### src/hw/pin_mux_defs.vh
// Constants, register map and field positions of the port-4 pin-function multiplexer
// ==========================================================================
`ifndef PIN_MUX_DEFS_VH
`define PIN_MUX_DEFS_VH

// ==========================================================================
// Register byte offsets
`define OFS_PORT_LATCH  12'h000
`define OFS_DIRECTION   12'h004
`define OFS_MODE_CTRL   12'h008
`define OFS_FUNC_CTRL   12'h00C
`define OFS_FUNC_EXT    12'h010
`define OFS_PIN_LEVEL   12'h014
`define OFS_EDGE_ENABLE 12'h018
`define OFS_STATUS      12'h01C

// ==========================================================================
// Widths and reset values
`define NUM_PINS        5
`define RST_PORT_LATCH  5'h00
`define RST_DIRECTION   5'h1F
`define RST_MODE_CTRL   5'h00
`define RST_FUNC_CTRL   5'h00
`define RST_FUNC_EXT    5'h00
`define RST_EDGE_ENABLE 4'h0

// Edge-enable field positions
`define EDGE_FALL13 0
`define EDGE_RISE13 1
`define EDGE_FALL14 2
`define EDGE_RISE14 3

// Status field position
`define STAT_DEBUG_SEL 0

`endif

### src/hw/port4_alternate_function_mux.v
// Port-4 pin-function multiplexer with APB register slave
//
// The register addresses and the APB slave port were left to the implementer.
`timescale 1ns/1ps
`include "pin_mux_defs.vh"

module port4_alternate_function_mux (
  // APB
  input  wire        pclk,
  input  wire        presetn,
  input  wire        psel,
  input  wire        penable,
  input  wire        pwrite,
  input  wire [11:0] paddr,
  input  wire [31:0] pwdata,
  output reg  [31:0] prdata,
  output wire        pready,
  output wire        pslverr,
  // Package pins, split into in, out, enable
  input  wire [4:0]  pin_in,
  output reg  [4:0]  pin_out,
  output reg  [4:0]  pin_oe,
  // Debug select pin level
  input  wire        debug_select_pin,
  // Serial interface
  output reg         serial_if0_data_in,
  input  wire        serial_if0_data_out,
  input  wire        serial_if0_clock_out,
  input  wire        serial_if0_clock_oe,
  output reg         serial_if0_clock_in,
  // Async serial channel
  output reg         async0_receive,
  input  wire        async0_transmit,
  // Timer outputs
  input  wire        timer_a0_out0,
  input  wire        timer_a1_out0,
  input  wire        timer_a1_out1,
  // External interrupt inputs and their edge enables
  output reg         ext_irq13,
  output reg         ext_irq14,
  output wire        falling_edge_enable13,
  output wire        rising_edge_enable13,
  output wire        falling_edge_enable14,
  output wire        rising_edge_enable14,
  // Debug unit inputs
  output reg         debug_data_in,
  output reg         debug_clock_in,
  output reg         debug_mode_select_in
);

  // ==========================================================================
  // Control registers
  // Field register outputs; the flops sit in the instances below
  wire [4:0] port_latch_ff;
  wire [4:0] direction_bit_ff;
  wire [4:0] mode_control_bit_ff;
  wire [4:0] function_control_bit_ff;
  wire [4:0] function_extension_bit_ff;
  wire [3:0] edge_enable_ff;

  // ==========================================================================
  // Register bus decode
  // Access-phase write qualifier
  wire wr_en = psel & penable & pwrite;
  wire addr_ok = (paddr == `OFS_PORT_LATCH) | (paddr == `OFS_DIRECTION) |
                 (paddr == `OFS_MODE_CTRL) | (paddr == `OFS_FUNC_CTRL) |
                 (paddr == `OFS_FUNC_EXT) | (paddr == `OFS_PIN_LEVEL) |
                 (paddr == `OFS_EDGE_ENABLE) | (paddr == `OFS_STATUS);

  // Zero-wait slave; unmapped addresses answer with an error
  assign pready  = 1'b1;
  assign pslverr = psel & penable & ~addr_ok;

  // ==========================================================================
  // Field registers
  // Write strobes; read-only and unmapped offsets get none, so writes there drop
  wire wr_latch = wr_en & (paddr == `OFS_PORT_LATCH);
  wire wr_dir   = wr_en & (paddr == `OFS_DIRECTION);
  wire wr_mode  = wr_en & (paddr == `OFS_MODE_CTRL);
  wire wr_func  = wr_en & (paddr == `OFS_FUNC_CTRL);
  wire wr_ext   = wr_en & (paddr == `OFS_FUNC_EXT);
  wire wr_edge  = wr_en & (paddr == `OFS_EDGE_ENABLE);

  // Port latch; only reaches a pad in port mode
  pin_ctrl_reg #(
    .WIDTH     (5),
    .RST_VALUE (`RST_PORT_LATCH)
  ) u_port_latch (
    .pclk     (pclk),
    .presetn  (presetn),
    .wr_stb   (wr_latch),
    .wr_data  (pwdata[4:0]),
    .value_ff (port_latch_ff)
  );

  // Direction; resets to all inputs so no pad is driven before software
  pin_ctrl_reg #(
    .WIDTH     (5),
    .RST_VALUE (`RST_DIRECTION)
  ) u_direction (
    .pclk     (pclk),
    .presetn  (presetn),
    .wr_stb   (wr_dir),
    .wr_data  (pwdata[4:0]),
    .value_ff (direction_bit_ff)
  );

  // Mode control; one bit per pin picks port or alternate use
  pin_ctrl_reg #(
    .WIDTH     (5),
    .RST_VALUE (`RST_MODE_CTRL)
  ) u_mode_control (
    .pclk     (pclk),
    .presetn  (presetn),
    .wr_stb   (wr_mode),
    .wr_data  (pwdata[4:0]),
    .value_ff (mode_control_bit_ff)
  );

  // Function control; pins without this choice simply ignore their bit
  pin_ctrl_reg #(
    .WIDTH     (5),
    .RST_VALUE (`RST_FUNC_CTRL)
  ) u_function_control (
    .pclk     (pclk),
    .presetn  (presetn),
    .wr_stb   (wr_func),
    .wr_data  (pwdata[4:0]),
    .value_ff (function_control_bit_ff)
  );

  // Function extension; only pins 0 and 2 look at it
  pin_ctrl_reg #(
    .WIDTH     (5),
    .RST_VALUE (`RST_FUNC_EXT)
  ) u_function_extension (
    .pclk     (pclk),
    .presetn  (presetn),
    .wr_stb   (wr_ext),
    .wr_data  (pwdata[4:0]),
    .value_ff (function_extension_bit_ff)
  );

  // Edge enables for the two interrupt pins
  pin_ctrl_reg #(
    .WIDTH     (4),
    .RST_VALUE (`RST_EDGE_ENABLE)
  ) u_edge_enable (
    .pclk     (pclk),
    .presetn  (presetn),
    .wr_stb   (wr_edge),
    .wr_data  (pwdata[3:0]),
    .value_ff (edge_enable_ff)
  );

  // ==========================================================================
  // Interrupt edge enables
  // Edge enables go straight to the interrupt controller; software owns them
  assign falling_edge_enable13 = edge_enable_ff[`EDGE_FALL13];
  assign rising_edge_enable13  = edge_enable_ff[`EDGE_RISE13];
  assign falling_edge_enable14 = edge_enable_ff[`EDGE_FALL14];
  assign rising_edge_enable14  = edge_enable_ff[`EDGE_RISE14];

  // ==========================================================================
  // Register read-back
  // Limitation: pin levels read back are those seen at the setup edge
  // Read data registered in setup phase so it is valid at the access edge
  always @(posedge pclk or negedge presetn) begin
    if (!presetn) begin
      prdata <= 32'h00000000;
    end else if (psel & ~penable & ~pwrite) begin
      case (paddr)
        `OFS_PORT_LATCH:  prdata <= {27'h0000000, port_latch_ff};
        `OFS_DIRECTION:   prdata <= {27'h0000000, direction_bit_ff};
        `OFS_MODE_CTRL:   prdata <= {27'h0000000, mode_control_bit_ff};
        `OFS_FUNC_CTRL:   prdata <= {27'h0000000, function_control_bit_ff};
        `OFS_FUNC_EXT:    prdata <= {27'h0000000, function_extension_bit_ff};
        `OFS_PIN_LEVEL:   prdata <= {27'h0000000, pin_in};
        `OFS_EDGE_ENABLE: prdata <= {28'h0000000, edge_enable_ff};
        `OFS_STATUS:      prdata <= {31'h00000000, debug_select_pin};
        default:          prdata <= 32'h00000000;
      endcase
    end
  end

  // ==========================================================================
  // Pin routing
  wire [4:0] mc = mode_control_bit_ff;
  wire [4:0] fc = function_control_bit_ff;
  wire [4:0] fe = function_extension_bit_ff;

  // Function selects per pin; a clear mode bit closes every alternate path
  // Pin 0 with fc 0 and fe 1 selects nothing and is left as a plain input
  wire pin0_serial_sel = mc[0] & ~fc[0] & ~fe[0];
  wire pin0_rx_sel     = mc[0] &  fc[0] & ~fe[0];
  wire pin0_timer_sel  = mc[0] &  fc[0] &  fe[0];
  wire pin1_tx_sel     = mc[1] &  fc[1];
  wire pin2_clock_sel  = mc[2] & ~fe[2];
  wire pin2_timer_sel  = mc[2] &  fe[2];
  wire pin3_irq_sel    = mc[3] & ~fc[3];
  wire pin3_timer_sel  = mc[3] &  fc[3];
  wire pin4_irq_sel    = mc[4];

  // Combinational mux; pins behave like pads, so no register delay here
  always @* begin
    // Mode 0: general port, direction bit 0 drives the latch out
    pin_out = port_latch_ff;
    pin_oe  = ~direction_bit_ff;
    // Peripheral inputs rest at their idle levels until a select picks the pad
    serial_if0_data_in   = 1'b1;
    serial_if0_clock_in  = 1'b1;
    async0_receive       = 1'b1;
    ext_irq13            = 1'b0;
    ext_irq14            = 1'b0;
    debug_data_in        = 1'b0;
    debug_clock_in       = 1'b0;
    debug_mode_select_in = 1'b0;
    // Alternate functions ignore latch and direction
    // Pin 0: only the timer drives the pad, the two inputs leave it floating
    if (mc[0]) begin
      pin_out[0] = pin0_timer_sel & timer_a0_out0;
      pin_oe[0]  = pin0_timer_sel;
      if (pin0_rx_sel) begin
        async0_receive = pin_in[0];
      end
      if (pin0_serial_sel) begin
        serial_if0_data_in = pin_in[0];
      end
    end
    // Pin 1: output only, so either choice drives the pad
    if (mc[1]) begin
      pin_oe[1]  = 1'b1;
      pin_out[1] = pin1_tx_sel ? async0_transmit : serial_if0_data_out;
    end
    // Pin 2: the serial peripheral owns the clock pad direction
    if (mc[2]) begin
      if (pin2_timer_sel) begin
        pin_out[2] = timer_a1_out0;
        pin_oe[2]  = 1'b1;
      end else begin
        pin_out[2] = serial_if0_clock_out;
        pin_oe[2]  = serial_if0_clock_oe;
      end
      if (pin2_clock_sel) begin
        serial_if0_clock_in = pin_in[2];
      end
    end
    // Pin 3: interrupt use floats the pad so only the far side sets it
    if (mc[3]) begin
      pin_out[3] = pin3_timer_sel & timer_a1_out1;
      pin_oe[3]  = pin3_timer_sel;
      if (pin3_irq_sel) begin
        ext_irq13 = pin_in[3];
      end
    end
    // Pin 4: interrupt input only; the edge choice is left to software
    if (pin4_irq_sel) begin
      pin_out[4] = 1'b0;
      pin_oe[4]  = 1'b0;
      ext_irq14  = pin_in[4];
    end
    // Debug select wins over the control bits of pins 0, 2 and 3; low leaves the above alone
    if (debug_select_pin) begin
      // Pads float and their peripheral inputs go idle, so debug traffic never leaks
      pin_out[0] = 1'b0;
      pin_oe[0]  = 1'b0;
      pin_out[2] = 1'b0;
      pin_oe[2]  = 1'b0;
      pin_out[3] = 1'b0;
      pin_oe[3]  = 1'b0;
      serial_if0_data_in   = 1'b1;
      async0_receive       = 1'b1;
      serial_if0_clock_in  = 1'b1;
      ext_irq13            = 1'b0;
      debug_data_in        = pin_in[0];
      debug_clock_in       = pin_in[2];
      debug_mode_select_in = pin_in[3];
    end
  end

endmodule // port4_alternate_function_mux

// ==========================================================================
// One software-written control field; same flop shape for every field
// Limitation: no byte strobes, a write always replaces the whole field
module pin_ctrl_reg #(
  parameter             WIDTH     = 5,
  parameter [WIDTH-1:0] RST_VALUE = {WIDTH{1'b0}}
) (
  // Clock and reset
  input  wire             pclk,
  input  wire             presetn,
  // Write strobe and data
  input  wire             wr_stb,
  input  wire [WIDTH-1:0] wr_data,
  // Stored value
  output reg  [WIDTH-1:0] value_ff
);

  // Load at the access edge, hold otherwise; reset uses only the constant
  always @(posedge pclk or negedge presetn) begin
    if (!presetn) begin
      value_ff <= RST_VALUE;
    end else if (wr_stb) begin
      value_ff <= wr_data;
    end
  end

endmodule // pin_ctrl_reg

### config.mk
export PLATFORM = sky130hd
export DESIGN_NAME = port4_alternate_function_mux
export DESIGN_NICKNAME = d
export VERILOG_FILES = /design/src/hw/port4_alternate_function_mux.v
export VERILOG_INCLUDE_DIRS = /design/src /design/src/hw
export SDC_FILE = /design/constraint.sdc
export NUM_CORES = 1
export LEC_CHECK = 0
export BUFFER_PORTS_ARGS = -buffer_cell sky130_fd_sc_hd__buf_2
export CORE_UTILIZATION = 40
export CTS_CLUSTER_DIAMETER = 150
export DETAILED_ROUTE_END_ITERATION = 12
export GPL_TIMING_DRIVEN = 1
export PLACE_DENSITY = 0.74
export SETUP_SLACK_MARGIN = 0.4
export SLEW_MARGIN = 20
export SYNTH_ARGS = -nofsm -noshare
export SYNTH_HDL_FRONTEND = slang
export SYNTH_SLANG_ARGS = --single-unit
### constraint.sdc
create_clock -name pclk -period 2.7 [get_ports pclk]
set_input_delay 0.27 -clock pclk [delete_from_list [all_inputs] [get_ports pclk]]
set_output_delay 0.27 -clock pclk [all_outputs]
set_load 0.03 [all_outputs]
# ---- Yosys cells after proc, flatten, opt, wreduce, memory -nomap -nowiden
# Index checks and enable logic that the tools add are counted.
dict set report word_totals {
  regBits 61
  wordCells 87
}
dict set report classes {
  n_eq_ne 7
  mux 34
  n_bitwise 38
  n_reduce_logical 1
}
# cell count
set op_table {}
lappend op_table {{$eq A12 B5 Y1 const B} 4}
lappend op_table {{$pmux W5 S8} 1}
lappend op_table {{$mux W1} 31}
lappend op_table {{$eq A12 B4 Y1 const B} 2}
lappend op_table {{$and A1 B1 Y1} 23}
lappend op_table {{$eq A12 B3 Y1 const B} 1}
lappend op_table {{$logic_not A12 Y1} 1}
lappend op_table {{$not A1 Y1} 7}
lappend op_table {{$or A1 B1 Y1} 7}
lappend op_table {{$not A5 Y5} 1}
lappend op_table {{$mux W2} 2}

# ---- Depth between registers and ports, before layout
# Gate-level depths: netlist of run 1.
dict set report depth {
  depth_word 10
  depth_mapped 6
}

# ---- Hierarchy
# Synthesis of run 1 repeated with hierarchy kept, for this count alone.
dict set report hier_totals {
  cells_unflattened 196
  hier_area_um2 2118.3
}
# mod instances cells_per_inst area_each_um2
set modules_own_cells {}
lappend modules_own_cells {port4_alternate_function_mux 1 138 1059.8}
lappend modules_own_cells {{pin_ctrl_reg at u_function_control ...} 4 10 181.4}
lappend modules_own_cells {{pin_ctrl_reg at u_direction} 1 10 187.7}
lappend modules_own_cells {{pin_ctrl_reg at u_edge_enable} 1 8 145.1}

# ---- Worst setup path before layout of run 1
# Ideal clock, no wire load.
dict set report synth_timing {
  kind {in2reg}
  start {input paddr[10]}
  end {register u_function_control.value_ff[0]}
  t_arrival_ps 1661
  slack_ps 914
  path_stages 5
  path_buffers 1
  path_cell_list {nor4_4 > nand3_4 > or4_4 > buf_6 > mux2_4}
}
dict set report synth_via {
  elab_chain_cells 2
}
# item line_no
set synth_rtl {}
lappend synth_rtl {{start: declaration} port4_alternate_function_mux.v:14} ;# input wire [11:0] paddr,
lappend synth_rtl {{$eq A12 B4 Y1} -}
lappend synth_rtl {{$and A1 B1 Y1} port4_alternate_function_mux.v:80} ;# wire wr_func = wr_en & (paddr == `OFS_FUNC_CTRL);
lappend synth_rtl {{end signal: assignment} port4_alternate_function_mux.v:305} ;# value_ff <= wr_data;
lappend synth_rtl {{end: declaration} port4_alternate_function_mux.v:297} ;# output reg [WIDTH-1:0] value_ff
# Every way passes these cells.
# A chain may end at the register's enable or synchronous reset.

# ---- Worst setup path after layout of run 1
dict set report layout_timing {
  start {register u_function_extension.value_ff[2]}
  end {output serial_if0_clock_in}
}
dict set report layout_via {
  elab_chain_cells 5
}
# item line_no
set layout_rtl {}
lappend layout_rtl {{start: declaration} port4_alternate_function_mux.v:297}
lappend layout_rtl {{start signal: assignment} port4_alternate_function_mux.v:305}
lappend layout_rtl {{$not A1 Y1} port4_alternate_function_mux.v:198} ;# wire pin2_clock_sel = mc[2] & ~fe[2];
lappend layout_rtl {{$and A1 B1 Y1} port4_alternate_function_mux.v:198}
lappend layout_rtl {{$mux W1} port4_alternate_function_mux.v:244} ;# if (pin2_clock_sel) begin
lappend layout_rtl {{$mux W1} port4_alternate_function_mux.v:236} ;# if (mc[2]) begin
lappend layout_rtl {{$mux W1} port4_alternate_function_mux.v:263} ;# if (debug_select_pin) begin
lappend layout_rtl {{end: declaration} port4_alternate_function_mux.v:30} ;# output reg serial_if0_clock_in,
# Every way passes these cells.

==> results of run 1 <==
-- cell type report --
cell class / instances / area, um^2 / area share, %
timing repair buffer: 63 / 318 / 12.6
inverter: 4 / 15.0 / 0.598
sequential: 34 / 857 / 34.1
multi-input combinational: 149 / 1120 / 44.8
tap: 70 / 87.6 / 3.49
clock buffer: 8 / 110 / 4.38
-- registers in the layout, summed over array words and instances (netlist names) --
signal                         flops
prdata                             5
u_direction.value_ff               5
u_edge_enable.value_ff             4
u_function_control.value_ff        5
u_function_extension.value_ff      5
u_mode_control.value_ff            5
u_port_latch.value_ff              5
-- per-stage QoR --
stage	hold slack, ns	cells	power [W]	util (%)
final	0.0491	328	0.00111	48.9
after floorplan	-0.0256	223	0.000655	-
after global placement	0.373	320	0.000677	46.7
after CTS	0.0719	328	0.00112	48.9
after detailed placement	0.382	320	0.000679	46.7
after global routing	0.117	328	0.00116	48.9
-- worst max-delay path, delay by kind of cell, from the launching register on --
kind | cells | cell delay (ns)
buf+inv | 1 | 0.20
flops | 1 | 0.43
simple gates | 1 | 0.64
-- where the power goes --
group          internal, W  total (W)  switching, W
clock network     0.000257   0.000441      0.000184
logic            0.0000388   0.000159      0.000120
registers         0.000510   0.000511   0.000000535
total             0.000806    0.00111      0.000304
-- final timing paths --
| kind | end | slack [ns] | cells past startpoint |
|---|---|---|---|
| max | serial_if0_clock_in | 0.88 | 2 |
| min | u_mode_control.value_ff[4] | 0.05 | 1 |
| max reg2reg | prdata[2] | 1.36 | 4 |
| min reg2reg | prdata[4] | 0.48 | 2 |
| max in group asynchronous | u_function_control.value_ff[0] | 2.16 | 1 |
| min in group pclk | u_mode_control.value_ff[4] | 0.28 | 2 |
-- layout by cell type (no fill, tap or decap), drive strengths merged, types with 4 or more instances in the layout --
cell type | Yosys | layout
inv | 4 | 4
a21oi | 9 | 9
dfstp | 5 | 5
nand4 | 5 | 5
conb | 2 | 28
nand2 | 6 | 6
dfrtp | 29 | 29
mux2 | 29 | 29
clkbuf | 4 | 8
nand2b | 4 | 4
o21ai | 7 | 7
mux2i | 11 | 11
buf | 32 | 63
nor2 | 12 | 12
and2 | 5 | 5
-- kinds of logic after synthesis --
group / Yosys count
AO/OA/AOI/OAI: 28
multiplexers: 42
other: 2
buffers and inverters: 40
AND/OR/NAND/NOR: 51
flip-flops: 34
-- metal layers --
layer | routed length, um | vias up | GRT usage (%)
met4 | 82 | 0 | 8.23
met5 | 0 | - | 0
li1 | - | 773 | -
met1 | 2050 | 758 | 23.5
met2 | 2270 | 75 | 29.9
met3 | 269 | 7 | 3.21
==> metrics, run 1 <==
main combinational cell family by area after synthesis multiplexers; Iter 0 DRT Violations 43; most frequent cell after synthesis dfrtp_1; slew at the pin closest to its max-slew limit 0.768 ns; antenna-violating nets left 0; Fill cells 500; setup_tns 0 ns; crit end category output pin; syn_area_per_cell 10.9 um^2; vias in the first global route 1501; Rel. slew slack 48.8%; most common library cells after synthesis dfrtp_1, buf_4, mux2_2; Row Count 26; Peak Freq 548 MHz; Compound-Gate Fraction of Synth Area 8.27%; HPWL Detailed 3430 um; setup bufs post-CTS 0; post-synthesis mux area share 23.3%; unrepaired setup endpoints after global routing no; Tmin final 1.82 ns; Pins Over Slew Limit 0; cell area after layout 2510 um^2; Distinct cells, synth 42; Period Utilization, post-route 67.6%; Lkg Pwr 1.27 nW; Cell Chain, Critical Path or4b_2 -> buf_2; post-synth top area cell dfrtp_1; gp weighted congestion 0.790; worst-path maximum fanout 5; first-pass GRT wire length 7470 um; crit path from u_function_extension.value_ff[2]; Routed WL 4670 um; clk slew on worst S/H paths 0.07 ns; PostCTS Resize Cnt 0; layout cell share with drive strength beyond 1 45.0%; drt first pass iters 4; Critical Path AT 1.55 ns; Remaining Overflow, GRT 0; Cell Area, Synth 2150 um^2; DIE HEIGHT 75.3 um; Die X 75.3 um; Synth Area in Simple Gates 15.9%; Antenna diodes 0; initial antenna violation count 0; Clock Sink Count 34; Crit-path slowest cell or4b_2; number of synthesized flops with an enable pin 0; largest net degree at the start of global routing 35; main flop type after synthesis dfrtp_1; Synth Area in Adders 0%; status completed; num ports 118; cts hold-fix bufs 0; Placement Setup Slack 0.724 ns; setup ws final 0.875 ns; Via density 4.92; Clock H-tree levels 2; final net count 319; Worst setup SP type register; clock tree buffer depth 2; TritonCTS buffer count 5; Core Area 5140 um^2; CP required 2.43 ns; Vias 1613; clk root buf clkbuf_8; CTS tree done; Setup Skew 0.00235 ns; Area growth syn-to-layout 16.9%; dpl cell area 2400 um^2; Yosys top cell area share 33.8%; synth warn 0; GRT Total Usage 18.2%; Synth async-reset ratio 100%; Seq cells post-synth 34; R2R Path Start u_mode_control.value_ff[2]; Synth area leaders dfrtp_1, mux2_2, buf_4; WL per Instance 14.2 um; XOR/XNOR share of the synthesized area 0%; Max-Cap Viols 0; PwrDens 442 nW/um^2; Gate Count Post-Synth 197; count of final hold-check violations 0; VDD IR max 0.338 mV; Seq/Total Area, Yosys 39.9%; CP Class register to output pin; Critical Path Max Stage Delay 0.64 ns; Initial Util 41.8%; number of remaining DRC errors 0; IO Port Bufs 62; min-delay worst type input pin to asynchronous set/reset pin; die area 5670 um^2; Final setup violation count 0; worst-skew pair later-pin latency 0.29 ns
(Power assumes the default switching activity.)
==> run 2, diff against run 1 <==
Settings changed: ABC_AREA set to 1, PLACE_DENSITY 0.74 to 0.73.
Clock period 2.7 ns to 1.9 ns, I/O delays scaled along.
==> run 2 against run 1 <==
Compared with the run above:
- die area increased by 8.2%
- combinational power increased by 46%
- synthesized area increased by 8.4%
- global-route usage increased by 1.2 points
- setup slack got worse by 0.46 ns
- cell count increased by 46%
- count of clock-buffer cells in the layout decreased by 1
- utilization increased by 2.6 points
- total power increased by 36%
- sequential share of layout area decreased by 4.2 points
- routed wire length increased by 27%
- critical path type is now input pin to output pin
- largest cell class unchanged
- largest power group unchanged
==> metrics, run 2 <==
most common library cells after synthesis nand2_1, nand3_1, inv_1 (was dfrtp_1, buf_4, mux2_2); most common cell after layout, fill and taps aside nand2_1 (was buf_2); gp weighted congestion 0.791 (was 0.790); Synth async-reset ratio 100% (unchanged); Seq/Total Area, Yosys 36.8% (was 39.9%); setup_tns 0 ns (unchanged); most frequent cell after synthesis nand2_1 (was dfrtp_1); post-synthesis mux area share 0% (was 23.3%); Comb power frac 15.3% (was 14.3%); Antenna diodes 0 (unchanged); Critical Path AT 1.30 ns (was 1.55 ns); Remaining Overflow, GRT 0 (unchanged); number of remaining DRC errors 0 (unchanged); Compound-Gate Fraction of Synth Area 8.27% (about the same); DR top layer met4 (unchanged); min-delay worst type input pin to register (was input pin to asynchronous set/reset pin); layout cell share with drive strength beyond 1 32.4% (was 45.0%); Synth area leaders dfrtp_1, nand2_1, buf_4 (was dfrtp_1, mux2_2, buf_4); most frequent cells in the layout nand2_1, buf_2, nand3_1 (was buf_2, dfrtp_1, conb_1); setup ws final 0.411 ns (was 0.875 ns); clock tree buffer depth 2 (unchanged); main flop type after synthesis dfrtp_1 (unchanged); die area 6130 um^2 (was 5670 um^2); part of the power in the clock network 36.6% (was 39.7%); CTS tree done (unchanged); initial antenna violation count 0 (unchanged); CP Class input pin to output pin (was register to output pin); Yosys top cell area share 31.1% (was 33.8%); Placement Setup Slack 0.413 ns (was 0.724 ns); Rel. slew slack 48.9% (was 48.8%); Synth Area in Adders 0% (unchanged); VDD IR max 0.362 mV (was 0.338 mV); first-pass GRT wire length 9290 um (was 7470 um); depth of the worst hold-timing path 3; antenna-violating nets left 0 (unchanged); synth warn 0 (unchanged); Core Area 5570 um^2 (was 5140 um^2); Via density 4.74 (was 4.92); CP required 1.71 ns (was 2.43 ns); largest net degree at the start of global routing 35 (unchanged); Max-Cap Viols 0 (unchanged); PwrDens 526 nW/um^2 (was 442 nW/um^2); XOR/XNOR share of the synthesized area 0% (unchanged); num ports 118 (unchanged); WL per Instance 12.4 um (was 14.2 um); slew at the pin closest to its max-slew limit 0.766 ns (was 0.768 ns); final net count 468 (was 319); Worst setup SP type input pin (was register); WL met2 2970 um (was 2270 um); Pins Over Slew Limit 0 (unchanged); status completed (unchanged); IO Port Bufs 62 (unchanged); met3 wire len 259 um (was 269 um); HPWL Detailed 4260 um (was 3430 um); DIE HEIGHT 78.3 um (was 75.3 um); Row Count 27 (was 26); GRT Total Usage 19.4% (was 18.2%); Psw 0.000441 W (was 0.000304 W); sw frac 29.2% (was 27.4%); Synth Area in Simple Gates 38.3% (was 15.9%); drt first pass iters 4 (unchanged); Gate Count Post-Synth 327 (was 197); Iter 0 DRT Violations 129 (was 43); Int Pwr 0.00107 W (was 0.000806 W); Tmin final 1.49 ns; main combinational cell family by area after synthesis simple AND/OR/NAND/NOR gates (was multiplexers); Period Utilization, post-route 78.4%; syn_area_per_cell 7.12 um^2 (was 10.9 um^2); Area growth syn-to-layout 23.3% (was 16.9%); Seq cells post-synth 34 (unchanged); Post-Route M1 WL 2620 um (was 2050 um); number of synthesized flops with an enable pin 0 (unchanged); clk slew on worst S/H paths 0.07 ns (about the same); worst-skew pair later-pin latency 0.29 ns (about the same); count of final hold-check violations 0 (unchanged); unrepaired setup endpoints after global routing yes (was no); clk root buf clkbuf_8 (unchanged); final hold slack 0.225 ns (was 0.0491 ns); crit end category output pin (unchanged); Routed WL 5920 um (was 4670 um); Clock Sink Count 34 (unchanged); Die X 78.3 um (was 75.3 um); Distinct cells, synth 25 (was 42); Clock H-tree levels 2 (unchanged); post-synth top area cell dfrtp_1 (unchanged); vias in the first global route 1987 (was 1501); sequential power share 48.1% (was 46.0%); Setup Skew 0.00345 ns (was 0.00235 ns); Lkg Pwr 1.59 nW (was 1.27 nW); TritonCTS buffer count 5 (unchanged); Final setup violation count 0 (unchanged); Vias 2269 (was 1613); Cell Area, Synth 2330 um^2 (was 2150 um^2); worst-path maximum fanout 4 (was 5); Peak Freq 671 MHz; R2R depth 8 (was 4); Initial Util 41.8% (about the same)
run 2: final cells by class:
type	count	area, um^2
well taps	72	90.1
multi-input cells	254	1240
flip-flops and latches	34	858
repair buffers	77	447
fillers	575	2700
clock buffers	7	86.3
inverters	34	140
clock inverters	1	5.00
run 2: cells by family (layout without fill, tap and decap cells):
family,count (synthesis),in the layout
other,2,28
buffers and inverters,65,119
AND/OR/NAND/NOR,189,189
flip-flops,34,34
AO/OA/AOI/OAI,37,37
run 2: worst paths after layout:
| kind | endpoint | slack (ns) | start |
|---|---|---|---|
| min reg2reg | prdata[2] | 0.48 | prdata[2] |
| max | pslverr | 0.41 | paddr[1] |
| min in group asynchronous | u_edge_enable.value_ff[2] | 0.51 | presetn |
| max in group asynchronous | u_function_extension.value_ff[2] | 0.85 | presetn |
| max reg2reg | prdata[2] | 0.70 | u_mode_control.value_ff[2] |
| min | u_port_latch.value_ff[4] | 0.22 | pwdata[4] |
run 2: power by group through the flow:
stage | clock [W] | sequential, W | combinational (W)
after detailed placement | 0 | 0.000739 | 0.000220
after global placement | 0 | 0.000739 | 0.000217
after CTS | 0.000562 | 0.000726 | 0.000223
after floorplan | 0 | 0.000739 | 0.000190
after global routing | 0.000593 | 0.000725 | 0.000252
final | 0.000553 | 0.000726 | 0.000232
run 2: metal layers:
metal,GRT usage [%],up-vias
met5,0,-
met4,5.56,0
met3,3.60,7
met2,33.9,67
met1,24.2,1049
li1,-,1146
run 2: stage by stage:
stage	std cells	area [um^2]	total power, W	utilization [%]
2_1_floorplan	353	2430	0.000930	-
3_3_place_gp	457	2590	0.000956	46.5
3_5_place_dp	457	2590	0.000959	46.5
4_1_cts	468	2710	0.00151	48.7
5_1_grt	479	2870	0.00157	51.5
6_report	479	2870	0.00151	51.5
run 2: what timing repair did:
item                                    in CTS  in global routing
hold buffers                                 1                  0
gates cloned                                 0                  0
pin swaps                                    0                  7
resized for setup                            2                 26
hold endpoints to repair                    29                  0
endpoints found under the setup margin       3                  7
setup buffers                                2                 11
run 2: worst max-delay path, cell delays in order:
cell	delay (ns)
buf_2	0.11
nor2_4	0.15
nand2_1	0.15
nor3_1	0.31
nor3_2	0.09
nand2_1	0.09
nor2_1	0.05
buf_4	0.16
==> run 3, diff against run 2 <==
Clock period 1.9 ns to 1.51 ns, I/O delays scaled along.
==> run 3 against run 2 <==
Compared with the run above:
- count of clock-buffer cells in the layout up 1
- via count up 4.8%
- critical path depth down 4
- routed wire length up 3.2%
- design area up 15%
- die area unchanged
- register-to-register slack worse by 0.35 ns
- critical endpoint is now pin_oe[0]
- largest power group unchanged
==> metrics, run 3 (synthesis results as in run 2) <==
largest net degree at the start of global routing 35 (unchanged); most frequent cells in the layout nand2_1, buf_2, o21ai_1 (was nand2_1, buf_2, nand3_1); Placement Setup Slack 0.0271 ns (was 0.413 ns); Peak Freq 722 MHz; Critical Path Max Stage Delay 0.42 ns (was 0.31 ns); Antenna diodes 0 (unchanged); most common cell after layout, fill and taps aside nand2_1 (unchanged); Initial Util 41.8% (unchanged); initial antenna violation count 0 (unchanged); antenna-violating nets left 0 (unchanged); setup_tns 0 ns (unchanged); Die X 78.3 um (unchanged); final net count 485 (was 468); Tmin final 1.38 ns; Core Area 5570 um^2 (unchanged); Row Count 27 (unchanged); gp weighted congestion 0.826 (was 0.791); VDD IR max 0.682 mV (was 0.362 mV); Vias 2377 (was 2269); Setup Skew 0.00496 ns (was 0.00345 ns); layout cell share with drive strength beyond 1 42.7% (was 32.4%); num ports 118 (unchanged); die area 6130 um^2 (unchanged); Pins Over Slew Limit 0 (unchanged); Crit-path slowest cell dfrtp_1 (was nor3_1); depth of the worst hold-timing path 3 (unchanged); first-pass GRT wire length 9720 um (was 9290 um); DIE HEIGHT 78.3 um (unchanged); R2R Path Start u_mode_control.value_ff[0] (was u_mode_control.value_ff[2]); CP Buf/Inv Count 2 (unchanged); CTS tree done (unchanged); Critical Path AT 1.23 ns (was 1.30 ns); Lkg Pwr 1.77 nW (was 1.59 nW); Area growth syn-to-layout 41.8% (was 23.3%); Remaining Overflow, GRT 0 (unchanged); status completed (unchanged); unrepaired setup endpoints after global routing yes (unchanged); clk root buf clkbuf_8 (unchanged); worst-skew pair later-pin latency 0.29 ns (about the same); Period Utilization, post-route 91.7%; Hold Path Sink u_direction.value_ff[4] (was u_port_latch.value_ff[4]); WL per Instance 12.3 um (was 12.4 um); Via density 4.79 (was 4.74); Final setup violation count 0 (unchanged); reg2reg end prdata[0] (was prdata[2]); Fill cells 524 (was 575); min-delay worst type input pin to register (unchanged); CP Class register to output pin (was input pin to output pin); vias in the first global route 2113 (was 1987); R2R Setup Slk 0.35 ns (was 0.70 ns); worst-path maximum fanout 4 (unchanged); TritonCTS buffer count 5 (unchanged); Routed WL 6110 um (was 5920 um); Clock Sink Count 34 (unchanged); drt first pass iters 4 (unchanged); Iter 0 DRT Violations 98 (was 129); clk slew on worst S/H paths 0.07 ns (about the same); clock tree buffer depth 2 (unchanged); count of final hold-check violations 0 (unchanged); crit end category output pin (unchanged); IO Port Bufs 62 (unchanged); Worst setup SP type register (was input pin); Cell Chain, Critical Path inv_2 -> a21oi_1 -> a211oi_4 -> buf_6 (was buf_2 -> nor2_4 -> nand2_1 -> nor3_1 -> nor3_2 -> nand2_1 -> nor2_1 -> buf_4); CP required 1.36 ns (was 1.71 ns); worst min-delay path startpoint pwdata[4] (unchanged); R2R depth 8 (unchanged); GRT Total Usage 20.5% (was 19.4%); crit-path leading delay family flip-flops (was simple AND/OR/NAND/NOR gates); PwrDens 615 nW/um^2 (was 526 nW/um^2); HPWL Detailed 4220 um (was 4260 um); setup ws final 0.126 ns (was 0.411 ns); Clock H-tree levels 2 (unchanged); number of remaining DRC errors 0 (unchanged); Max-Cap Viols 0 (unchanged)
## run 3: cell count changes in the layout (fill, tap and decap cells not counted), moves of 5 or more
cell / change
buf_6: +20
buf_2: -12
nor2_4: +10
buf_4: +9
nor2_1: -9
nand3_1: -8
nand3_2: +8
inv_2: +6
inv_1: -5
nand2_1: -5
## run 3: layout make-up
type | count | area [um^2] | area share (%)
tap | 72 | 90.1 | 2.73
multi-input combinational | 254 | 1420 | 42.9
timing repair buffer | 94 | 687 | 20.8
clock buffer | 8 | 110 | 3.33
sequential | 34 | 861 | 26.1
inverter | 34 | 138 | 4.17
## run 3: timing repair
action | CTS | global route
endpoints found under the setup margin | 16 | 21
hold endpoints to repair | 29 | 0
buffers inserted | 17 | 7
hold buffers | 1 | 0
gates resized for setup | 48 | 48
pin swaps | 16 | 22
## run 3: worst max path at each step
| stage | from | end | slack [ns] | cells past startpoint |
|---|---|---|---|---|
| 3_5_place_dp | paddr[11] | pslverr | 0.03 | 10 |
| 5_1_grt | u_mode_control.value_ff[0] | pin_oe[0] | 0.08 | 4 |
| 2_1_floorplan | paddr[11] | pslverr | 0.32 | 9 |
| 4_1_cts | u_mode_control.value_ff[2] | pin_out[2] | 0.1 | 6 |
| 3_3_place_gp | paddr[11] | pslverr | 0.08 | 10 |
| 6_report | u_mode_control.value_ff[0] | pin_oe[0] | 0.13 | 4 |
## run 3: worst reg2reg max path, cell delays in order (launching register included)
cell,delay (ns)
dfrtp_1,0.42
buf_6,0.13
buf_4,0.12
nand3_2,0.06
nand2_1,0.06
nor2_2,0.07
nand2_1,0.08
nand2_1,0.08
nand2_1,0.04
## run 3: per-layer routing
metal | part of all wire (%) | vias to the layer above | wire [um] | GRT usage, %
li1 | - | 1180 | - | -
met1 | 42 | 1093 | 2570 | 25.1
met2 | 50 | 90 | 3050 | 34.5
met3 | 5.6 | 14 | 341 | 4.77
met4 | 2.4 | 0 | 144 | 8.33
met5 | 0 | - | 0 | 0
## run 3: per-stage QoR
stage	utilization, %	hold slack, ns	instances	cell area [um^2]	power [W]
after floorplan	-	-0.145	353	2470	0.00118
after global placement	48.0	0.202	463	2680	0.00122
after detailed placement	48.0	0.206	463	2680	0.00122
after CTS	55.3	0.173	489	3080	0.00202
after global routing	59.3	0.211	496	3300	0.00211
final	59.3	0.176	496	3300	0.00203
## run 3: power by group
| group | leakage, nW | switching (W) | total [W] | internal [W] |
|---|---|---|---|---|
| clock | 0.0575 | 0.000324 | 0.000785 | 0.000460 |
| sequential | 0.452 | 0.00000101 | 0.000913 | 0.000912 |
| combinational | 1.26 | 0.000244 | 0.000334 | 0.0000898 |
